### src/inc/tmr_defines.svh
/*
  Offsets, bit positions, reset values and pin indices for the timer block.
  Assumes an 8-bit special function register space with byte addresses.
*/
`ifndef TMR_DEFINES_SVH
`define TMR_DEFINES_SVH

`define TMR_ADDR_TL0 8'h8a
`define TMR_ADDR_TL1 8'h8b
`define TMR_ADDR_TH0 8'h8c
`define TMR_ADDR_TH1 8'h8d
`define TMR_ADDR_TIMER2_CONTROL 8'hc8
`define TMR_ADDR_RL2 8'hca
`define TMR_ADDR_RH2 8'hcb
`define TMR_ADDR_TL2 8'hcc
`define TMR_ADDR_TH2 8'hcd

`define TMR_TIMER2_CONTROL_RESET 8'h00
`define TMR_DATA_RESET 8'h00
`define TMR_UNMAPPED_READ 8'h00

`define TMR_BIT_TF2 7
`define TMR_BIT_TIMER2_EXTERNAL_FLAG 6
`define TMR_BIT_RCLK 5
`define TMR_BIT_SERIAL_TX_CLOCK_SELECT 4
`define TMR_BIT_TIMER2_EXTERNAL_ENABLE 3
`define TMR_BIT_TR2 2
`define TMR_BIT_TIMER2_FUNCTION_SELECT 1
`define TMR_BIT_TIMER2_CAPTURE_SELECT 0

`define TMR_PIN_T0 0
`define TMR_PIN_T1 1
`define TMR_PIN_T2 2
`define TMR_PIN_TIMER2_TRIGGER_PIN 3
`define TMR_PIN_EXTERNAL_IRQ0_INPUT 4
`define TMR_PIN_INT1 5
`define TMR_NPINS 6

`endif

### src/inc/tmr_pkg.sv
/*
  Types shared by the timer block: basic timer configuration and state.
  Assumes tmr_defines.svh is on the include path.
*/
`include "tmr_defines.svh"

package tmr_pkg;

  typedef enum logic [1:0] {
    TMR_MODE_13BIT,
    TMR_MODE_16BIT,
    TMR_MODE_RELOAD8,
    TMR_MODE_SPLIT
  } tmr_mode_t;

  typedef struct packed {
    logic run;
    logic gate;
    logic counter;
    tmr_mode_t mode;
  } tmr_tcfg_t;

  typedef struct packed {
    logic [`TMR_NPINS-1:0] sync1;
    logic [`TMR_NPINS-1:0] sync2;
    logic [`TMR_NPINS-1:0] prev;
    logic [7:0] tl0;
    logic [7:0] th0;
    logic [7:0] tl1;
    logic [7:0] th1;
    logic tf0;
    logic tf1;
    logic [7:0] timer2_control;
    logic [7:0] tl2;
    logic [7:0] th2;
    logic [7:0] rl2;
    logic [7:0] rh2;
    logic [7:0] rdata;
    logic rx_tick;
    logic tx_tick;
  } tmr_state_t;

endpackage : tmr_pkg

### src/core/tmr_timers.sv
/*
  Basic timers 0/1 (8-bit autoreload and split modes) and timer 2 with its
  control, count and capture/reload registers, plus the serial baud ticks.
  Assumes a core-side register port with a one-cycle write strobe, pins that
  are asynchronous to clk_i, and a core clock of 100 MHz.
*/
// How it works
// - timer autoreload mode: low byte counts; overflow sets flag (not timer 1's while timer 0 is split), reloads from high byte.
// - timer 1 in split mode stops and holds, as if its run bit were cleared.
// - timer 0 split mode: low byte is its own 8-bit counter with timer 0 controls.
// - timer 0 split mode: high byte counts cycles, uses timer 1 run and flag.
// - timer 1 keeps giving baud overflows while timer 0 is split, unless split itself.
// - timer 2 overflow flag set on overflow, never in baud mode, cleared by software.
// - external flag set when a trigger falling edge causes capture or reload.
// - receive clock select picks timer 2 or timer 1 overflow ticks.
// - transmit clock select picks timer 2 or timer 1 overflow ticks.
// - external enable lets trigger edges act, only while timer 2 runs and outside baud mode.
// - timer 2 run bit starts and stops it; cleared means off.
// - function select counts count pin falling edges, else every core clock.
// - capture select chooses capture on trigger, else reload on overflow and trigger.
// - either serial clock select forces autoreload on each overflow.
// - mode decode: autoreload, capture or baud when running.
// - timer 2 has count byte pair and capture/reload byte pair.
// - basic timer advances only with run set and gate clear or irq pin high; split high byte needs only timer 1 run.
// - autoreload copies the capture/reload pair into the count pair.
// - capture copies low and high count bytes into the reload bytes.
// - timer function advances once per core clock, no prescaler.
module tmr_timers (
  input wire logic clk_i,
  input wire logic sys_rst_i,
  input wire logic [7:0] sfr_addr_i,
  input wire logic sfr_wr_i,
  input wire logic [7:0] sfr_wdata_i,
  output logic [7:0] sfr_rdata_o,
  input wire tmr_pkg::tmr_tcfg_t timer0_cfg_i,
  input wire tmr_pkg::tmr_tcfg_t timer1_cfg_i,
  input wire logic timer0_overflow_clear_i,
  input wire logic timer1_overflow_clear_i,
  input wire logic timer0_count_pin_i,
  input wire logic timer1_count_pin_i,
  input wire logic timer2_count_pin_i,
  input wire logic timer2_trigger_pin_i,
  input wire logic external_irq0_input_i,
  input wire logic external_irq1_input_i,
  output logic timer0_overflow_flag_o,
  output logic timer1_overflow_flag_o,
  output logic timer2_overflow_flag_o,
  output logic timer2_external_flag_o,
  output logic serial_rx_tick_o,
  output logic serial_tx_tick_o
);

  // returns {carry, next value} of an 8-bit counter step
  function automatic logic [8:0] step8(input logic [7:0] v, input logic en);
    logic [8:0] r;
    r = {1'b0, v};
    if (en) begin
      r = {1'b0, v} + 9'h001;
    end
    return r;
  endfunction : step8

  tmr_pkg::tmr_state_t s_q;
  tmr_pkg::tmr_state_t s_d;

  logic [`TMR_NPINS-1:0] fall;
  logic wr_tl0, wr_th0, wr_tl1, wr_th1, wr_timer2_control, wr_rl2, wr_rh2, wr_tl2, wr_th2;
  logic t0_split, t1_split, t0_reload, t1_reload;
  logic en0, en1, en_th0;
  logic [8:0] tl0_step, th0_step, tl1_step;
  logic ov0, ov_th0, ov1;
  logic tr2, baud, timer2_capture_select, timer2_external_enable, timer2_function_select;
  logic en2, ov2, ext_ev;
  logic [15:0] timer2_function_select_q, timer2_function_select_inc, reload2;

  always_comb begin
    // prev follows the second stage, so the first stage feeds nothing else
    fall = s_q.prev & ~s_q.sync2;
    wr_tl0 = sfr_wr_i && sfr_addr_i == `TMR_ADDR_TL0;
    wr_th0 = sfr_wr_i && sfr_addr_i == `TMR_ADDR_TH0;
    wr_tl1 = sfr_wr_i && sfr_addr_i == `TMR_ADDR_TL1;
    wr_th1 = sfr_wr_i && sfr_addr_i == `TMR_ADDR_TH1;
    wr_timer2_control = sfr_wr_i && sfr_addr_i == `TMR_ADDR_TIMER2_CONTROL;
    wr_rl2 = sfr_wr_i && sfr_addr_i == `TMR_ADDR_RL2;
    wr_rh2 = sfr_wr_i && sfr_addr_i == `TMR_ADDR_RH2;
    wr_tl2 = sfr_wr_i && sfr_addr_i == `TMR_ADDR_TL2;
    wr_th2 = sfr_wr_i && sfr_addr_i == `TMR_ADDR_TH2;
  end

  // basic timers
  always_comb begin
    t0_split = timer0_cfg_i.mode == tmr_pkg::TMR_MODE_SPLIT;
    t1_split = timer1_cfg_i.mode == tmr_pkg::TMR_MODE_SPLIT;
    t0_reload = timer0_cfg_i.mode == tmr_pkg::TMR_MODE_RELOAD8;
    t1_reload = timer1_cfg_i.mode == tmr_pkg::TMR_MODE_RELOAD8;
    en0 = timer0_cfg_i.run
        && (!timer0_cfg_i.gate || s_q.sync2[`TMR_PIN_EXTERNAL_IRQ0_INPUT])
        && (timer0_cfg_i.counter ? fall[`TMR_PIN_T0] : 1'b1)
        && (t0_reload || t0_split);
    // split high byte is locked to cycle counting under timer 1 run
    en_th0 = t0_split && timer1_cfg_i.run;
    // the 13/16-bit modes are not built here; timer 1 holds in them and in split
    en1 = timer1_cfg_i.run
        && (!timer1_cfg_i.gate || s_q.sync2[`TMR_PIN_INT1])
        && (timer1_cfg_i.counter ? fall[`TMR_PIN_T1] : 1'b1)
        && t1_reload;
    tl0_step = step8(s_q.tl0, en0);
    th0_step = step8(s_q.th0, en_th0);
    tl1_step = step8(s_q.tl1, en1);
    ov0 = tl0_step[8];
    ov_th0 = th0_step[8];
    ov1 = tl1_step[8];
  end

  // timer 2 decode
  always_comb begin
    tr2 = s_q.timer2_control[`TMR_BIT_TR2];
    baud = s_q.timer2_control[`TMR_BIT_RCLK] || s_q.timer2_control[`TMR_BIT_SERIAL_TX_CLOCK_SELECT];
    timer2_capture_select = s_q.timer2_control[`TMR_BIT_TIMER2_CAPTURE_SELECT] && !baud;
    timer2_external_enable = s_q.timer2_control[`TMR_BIT_TIMER2_EXTERNAL_ENABLE];
    timer2_function_select = s_q.timer2_control[`TMR_BIT_TIMER2_FUNCTION_SELECT];
    timer2_function_select_q = {s_q.th2, s_q.tl2};
    reload2 = {s_q.rh2, s_q.rl2};
    en2 = tr2 && (timer2_function_select ? fall[`TMR_PIN_T2] : 1'b1);
    ov2 = en2 && timer2_function_select_q == 16'hffff;
    timer2_function_select_inc = timer2_function_select_q + 16'h0001;
    // trigger edges only act while running and not feeding the serial port
    ext_ev = tr2 && timer2_external_enable && !baud && fall[`TMR_PIN_TIMER2_TRIGGER_PIN];
  end

  always_comb begin
    s_d = s_q;
    s_d.sync1 = {external_irq1_input_i, external_irq0_input_i, timer2_trigger_pin_i,
                 timer2_count_pin_i, timer1_count_pin_i, timer0_count_pin_i};
    s_d.sync2 = s_q.sync1;
    s_d.prev = s_q.sync2;

    // timer 0 low byte: reload from high byte in mode 2, free 8-bit in split
    s_d.tl0 = tl0_step[7:0];
    if (ov0 && t0_reload) begin
      s_d.tl0 = s_q.th0;
    end
    s_d.th0 = th0_step[7:0];
    s_d.tl1 = tl1_step[7:0];
    if (ov1) begin
      s_d.tl1 = s_q.th1;
    end
    if (wr_tl0) begin
      s_d.tl0 = sfr_wdata_i;
    end
    if (wr_th0) begin
      s_d.th0 = sfr_wdata_i;
    end
    if (wr_tl1) begin
      s_d.tl1 = sfr_wdata_i;
    end
    if (wr_th1) begin
      s_d.th1 = sfr_wdata_i;
    end

    // a hardware set in the same cycle as a clear wins
    s_d.tf0 = (s_q.tf0 && !timer0_overflow_clear_i) || ov0;
    // while timer 0 is split its high byte owns timer 1's flag
    s_d.tf1 = (s_q.tf1 && !timer1_overflow_clear_i)
           || (t0_split ? ov_th0 : ov1);

    // timer 2 control: software write first, hardware sets on top
    if (wr_timer2_control) begin
      s_d.timer2_control = sfr_wdata_i;
    end
    if (ov2 && !baud) begin
      s_d.timer2_control[`TMR_BIT_TF2] = 1'b1;
    end
    if (ext_ev) begin
      s_d.timer2_control[`TMR_BIT_TIMER2_EXTERNAL_FLAG] = 1'b1;
    end

    // timer 2 count and capture/reload pairs
    if (en2) begin
      s_d.tl2 = timer2_function_select_inc[7:0];
      s_d.th2 = timer2_function_select_inc[15:8];
    end
    if ((ov2 && !timer2_capture_select) || (ext_ev && !timer2_capture_select)) begin
      s_d.tl2 = s_q.rl2;
      s_d.th2 = s_q.rh2;
    end
    if (ext_ev && timer2_capture_select) begin
      s_d.rl2 = s_q.tl2;
      s_d.rh2 = s_q.th2;
    end
    if (wr_tl2) begin
      s_d.tl2 = sfr_wdata_i;
    end
    if (wr_th2) begin
      s_d.th2 = sfr_wdata_i;
    end
    if (wr_rl2) begin
      s_d.rl2 = sfr_wdata_i;
    end
    if (wr_rh2) begin
      s_d.rh2 = sfr_wdata_i;
    end

    // baud ticks: timer 1 overflow still leaves even when timer 0 is split
    s_d.rx_tick = s_q.timer2_control[`TMR_BIT_RCLK] ? ov2 : ov1;
    s_d.tx_tick = s_q.timer2_control[`TMR_BIT_SERIAL_TX_CLOCK_SELECT] ? ov2 : ov1;

    // read data is registered; one cycle after the address
    unique case (sfr_addr_i)
      `TMR_ADDR_TL0: s_d.rdata = s_q.tl0;
      `TMR_ADDR_TH0: s_d.rdata = s_q.th0;
      `TMR_ADDR_TL1: s_d.rdata = s_q.tl1;
      `TMR_ADDR_TH1: s_d.rdata = s_q.th1;
      `TMR_ADDR_TIMER2_CONTROL: s_d.rdata = s_q.timer2_control;
      `TMR_ADDR_RL2: s_d.rdata = s_q.rl2;
      `TMR_ADDR_RH2: s_d.rdata = s_q.rh2;
      `TMR_ADDR_TL2: s_d.rdata = s_q.tl2;
      `TMR_ADDR_TH2: s_d.rdata = s_q.th2;
      default: s_d.rdata = `TMR_UNMAPPED_READ;
    endcase
  end

  always_ff @(posedge clk_i) begin
    if (sys_rst_i) begin
      s_q <= '0;
      s_q.sync1 <= '1;
      s_q.sync2 <= '1;
      s_q.prev <= '1;
      s_q.timer2_control <= `TMR_TIMER2_CONTROL_RESET;
      s_q.tl2 <= `TMR_DATA_RESET;
      s_q.th2 <= `TMR_DATA_RESET;
      s_q.rl2 <= `TMR_DATA_RESET;
      s_q.rh2 <= `TMR_DATA_RESET;
    end else begin
      s_q <= s_d;
    end
  end

  assign sfr_rdata_o = s_q.rdata;
  assign timer0_overflow_flag_o = s_q.tf0;
  assign timer1_overflow_flag_o = s_q.tf1;
  assign timer2_overflow_flag_o = s_q.timer2_control[`TMR_BIT_TF2];
  assign timer2_external_flag_o = s_q.timer2_control[`TMR_BIT_TIMER2_EXTERNAL_FLAG];
  assign serial_rx_tick_o = s_q.rx_tick;
  assign serial_tx_tick_o = s_q.tx_tick;
endmodule : tmr_timers

### config.mk
export PLATFORM = sky130hd
export DESIGN_NAME = tmr_timers
export DESIGN_NICKNAME = d
export VERILOG_FILES = /design/src/inc/tmr_pkg.sv /design/src/core/tmr_timers.sv
export VERILOG_INCLUDE_DIRS = /design/src /design/src/inc
export SDC_FILE = /design/constraint.sdc
export NUM_CORES = 1
export LEC_CHECK = 0
export CAP_MARGIN = 20
export CELL_PAD_IN_SITES_DETAIL_PLACEMENT = 0
export CELL_PAD_IN_SITES_GLOBAL_PLACEMENT = 1
export CORE_MARGIN = 4
export CORE_UTILIZATION = 37
export CTS_CLUSTER_DIAMETER = 60
export DETAILED_ROUTE_END_ITERATION = 10
export DONT_BUFFER_PORTS = 1
export GPL_ROUTABILITY_DRIVEN = 0
export PLACE_DENSITY_LB_ADDON = 0.15
export SYNTH_ARGS = -nofsm -noshare
export SYNTH_HDL_FRONTEND = slang
export SYNTH_SLANG_ARGS = --single-unit
### constraint.sdc
create_clock -name clk_i -period 2.4 [get_ports clk_i]
set_input_delay 0.12 -clock clk_i [delete_from_list [all_inputs] [get_ports clk_i]]
set_output_delay 0.12 -clock clk_i [all_outputs]
set_load 0.02 [all_outputs]
==> impl_summary.log <==
[metrics] result of the run: finished clean
[metrics] leakage power summed over all cells: roughly 2.2 nW
[metrics] DRT Pass-1 Iters: 5
[metrics] Critical Path Sink Type: register
[metrics] maximum number of pins on one net before global-route repair: 95
[metrics] Clock Tree Root: sky130_fd_sc_hd__clkbuf_16
[metrics] core region area: 15200 um^2
[metrics] path class of the lowest-slack min-delay path: input pin to register
[metrics] worst setup path class: register to register
[metrics] number of max-capacitance violations reported: 0
[metrics] basic-gate share of the synthesized area counting and, or, nand and nor cells: about a quarter
[metrics] critical path startpoint category: register
[metrics] synth warn: 0
[metrics] Antenna Cells: 0
[metrics] net count after synthesis: 739
[metrics] number of primary I/O pins: 51
[metrics] share of async-settable or async-resettable flops after synthesis: 0%
[metrics] Synth Area in Adders: less than 1%
[metrics] synthesized instance count: ~700
[metrics] area share of the largest cell type after synthesis: between 30% and 40%
[metrics] synthesis-stage register bit count: 100
[metrics] largest fanout on the critical path: 7
[metrics] Slew Limit Headroom: 28.02%
[metrics] Cell Count, Final, Fillers Out: slightly below 900
[metrics] synth top area cells: sky130_fd_sc_hd__dfxtp_1 (35%), sky130_fd_sc_hd__mux2i_1 (5.1%), sky130_fd_sc_hd__nor2_1 (4.8%)
[metrics] power density over the cells: 529.8 nW/um^2
[metrics] post-synthesis xor/xnor area fraction: about 1.8%
[metrics] multiplexer share of the synthesized area: 5.268%
[metrics] count of input and output buffers: 0
[metrics] transition time at the pin with the least slew margin: 1.076 ns
[metrics] Sum Neg Setup Slack: 0 ns
[metrics] Area Growth Syn to Fin: 11.10%
[metrics] most frequent cells after synthesis: sky130_fd_sc_hd__dfxtp_1 (100), sky130_fd_sc_hd__nor2_1 (73), sky130_fd_sc_hd__nand2_1 (53)
[metrics] dominant combinational cell family by area after synthesis: compound AO/OA/AOI/OAI gates
[metrics] Rows: 45
[metrics] clock slew at the register clock pins of the worst setup and hold paths: around 0.08 ns
[metrics] register area share after synthesis: 34.97%
[metrics] Post-DP HPWL: 13650 um
[metrics] clock tree from TritonCTS: yes
[metrics] ys flop type: sky130_fd_sc_hd__dfxtp_1
[metrics] final-layout worst hold slack: around 0.0046 ns
[metrics] number of placed instances with taps included: approximately 840
[metrics] Antenna Nets Post-Route: 0
[metrics] via count: 5427
[metrics] setup repair after global routing missed its margin: no
[metrics] number of setup buffers added after CTS: 0
[metrics] highest attainable clock frequency: 0.4406 GHz
[metrics] post-DR vias/cell: just over 6
[metrics] global-route wire length before repair: approximately 31000 um
[metrics] post-layout min period: ~2.3 ns
[metrics] deepest level of the CTS H-tree: 3
[metrics] effective utilization at floorplan: 37.65%
[metrics] number of synthesized flops with an enable pin: 0
[metrics] worst-skew pair later-pin latency: ~0.36 ns
[metrics] number of pins exceeding their max-slew limit in the final report: 0
[metrics] initial DRC count: ~540
[metrics] total CTS buffers: 9
[metrics] largest area contributor in the synthesized netlist: sky130_fd_sc_hd__dfxtp_1
[metrics] routed wire length: 20140 um
[metrics] fraction of final layout cells sized beyond drive strength 1: 12.30%
[metrics] die area: 17520 um^2
[metrics] required arrival time at the worst endpoint: 2.62 ns
[metrics] total standard cell area after synthesis: between 5000 and 6000 um^2
[metrics] Final Cycle Share: a little over nine tenths
[metrics] number of nets at the end of the flow: 727
[metrics] number of buffers between clock root and the deepest sink: 2
[metrics] number of distinct library cells after synthesis: 73
[metrics] compound-cell area share of the yosys netlist: 26.82%
[metrics] final clock skew: 0.008846 ns
[metrics] global route overflow: 0
[metrics] Post-route DRC: 0
[metrics] peak supply drop: slightly above 300 uV
[metrics] Fin. Hold Viols: 0
[metrics] routed length per instance: between 20 and 25 um
[metrics] post-synthesis average cell area: roughly 8 um^2
[metrics] overall die width: 132.4 um
[metrics] Setup-failing EPs final: 0
[metrics] GRT Overall Usage: approximately 23%
[metrics] CP Data Arrival Time: between 2 and 2.5 ns
[metrics] top-count cell post-synth: sky130_fd_sc_hd__dfxtp_1
[metrics] overall die height: 132.4 um
[metrics] initial antenna violation count: 1
[metrics] number of sinks driven by the clock tree: 100
[metrics] number of global-route vias before repair: between 5000 and 6000
## layer usage
| metal | global-route usage, % | part of all wire (%) |
|---|---|---|
| met1 | 32.26 | 46 |
| met2 | 34.15 | 45 |
| met3 | 5.878 | 7.6 |
| met4 | 7.794 | 2.3 |
| met5 | 0 | 0 |
## layout make-up
type / count / area [um^2]
inverters: 12 / 45.04
well taps: 188 / 235.2
flip-flops and latches: 100 / 2002
clock buffers: 9 / 225.2
clock inverters: 7 / 78.83
repair buffers: 43 / 390.4
multi-input cells: 520 / 3383
fillers: 1532 / 8842
## metrics by stage
step / area [um^2] / worst slack [ns] / utilization, % / power (W)
5_1_grt: 6360 / 0.01538 / 41.84 / 0.003486
3_3_place_gp: 5828 / 0.2449 / 38.34 / 0.001818
4_1_cts: 6350 / 0.1294 / 41.77 / 0.003394
2_1_floorplan: 5724 / 0.4360 / - / 0.001837
6_report: 6360 / 0.1302 / 41.84 / 0.003370
3_5_place_dp: 5828 / 0.1593 / 38.34 / 0.001820
## repair_timing
| action | CTS | global route |
|---|---|---|
| hold endpoints to repair | 92 | 0 |
| endpoints found under the setup margin | 0 | 7 |
| resized for setup | 0 | 2 |
| hold buffers | 20 | 0 |
## path summary, 6_finish.rpt
| path | start | endpoint | slack [ns] | depth (start not counted) |
|---|---|---|---|---|
| hold / removal | sfr_wdata_i[4] | s_q[72]$_SDFFE_PP0P_ | 0.005 | 2 |
| setup reg to reg | s_q[34]$_SDFFE_PP0P_ | s_q[38]$_SDFFE_PP0P_ | 0.13 | 6 |
| hold reg to reg | s_d[94]$_SDFF_PP1_ | s_d[88]$_SDFF_PP1_ | 0.41 | 1 |
| setup / recovery | s_q[34]$_SDFFE_PP0P_ | s_q[38]$_SDFFE_PP0P_ | 0.13 | 6 |
## sequential cells by signal, indices dropped and copies added, names as in the netlist
| signal | flops |
|---|---|
| timer2_external_flag_o | 1 |
| timer0_overflow_flag_o | 1 |
| serial_rx_tick_o | 1 |
| serial_tx_tick_o | 1 |
| s_d | 12 |
| sfr_rdata_o | 8 |
| s_q | 58 |
| timer1_overflow_flag_o | 1 |
| reload2 | 16 |
| timer2_overflow_flag_o | 1 |
## where the power goes
group | switching [W] | internal, W
clock network | 0.000753 | 0.000741
logic | 0.000120 | 0.0000668
registers | 0.0000132 | 0.00168
total | 0.000886 | 0.00248
## placed cells by master, fill, tap and decap left out, types with 11 or more instances in the layout
cell type	n
sky130_fd_sc_hd__a31oi_1	19
sky130_fd_sc_hd__nor2_1	73
sky130_fd_sc_hd__o21ai_0	14
sky130_fd_sc_hd__nand2_1	53
sky130_fd_sc_hd__and2_1	11
sky130_fd_sc_hd__or2_2	17
sky130_fd_sc_hd__a21oi_1	45
sky130_fd_sc_hd__buf_4	23
sky130_fd_sc_hd__nand3_1	29
sky130_fd_sc_hd__a22oi_1	22
sky130_fd_sc_hd__mux2i_1	29
sky130_fd_sc_hd__dlygate4sd3_1	19
sky130_fd_sc_hd__a22o_1	11
sky130_fd_sc_hd__dfxtp_1	100
sky130_fd_sc_hd__nor3_1	14
sky130_fd_sc_hd__inv_1	12
sky130_fd_sc_hd__nand4_1	11
sky130_fd_sc_hd__a211oi_1	20
## cell families (layout without fill, tap and decap cells)
group / count (synthesis) / count (layout)
simple gates: 261 / 261
compound gates: 213 / 213
xor+xnor: 12 / 12
flops: 100 / 100
buf+inv: 78 / 71
mux: 30 / 30
fa+ha+maj: 4 / 4
## critical path: stages (launching register included)
cell and delay (ns):
sky130_fd_sc_hd__dfxtp_1 0.47, sky130_fd_sc_hd__ha_1 0.28, sky130_fd_sc_hd__nand4_1 0.21, sky130_fd_sc_hd__nor4_1 0.45, sky130_fd_sc_hd__o21ai_0 0.31, sky130_fd_sc_hd__a32oi_1 0.30, sky130_fd_sc_hd__a311oi_1 0.12
Note: power is estimated with default switching activity, not from simulation.
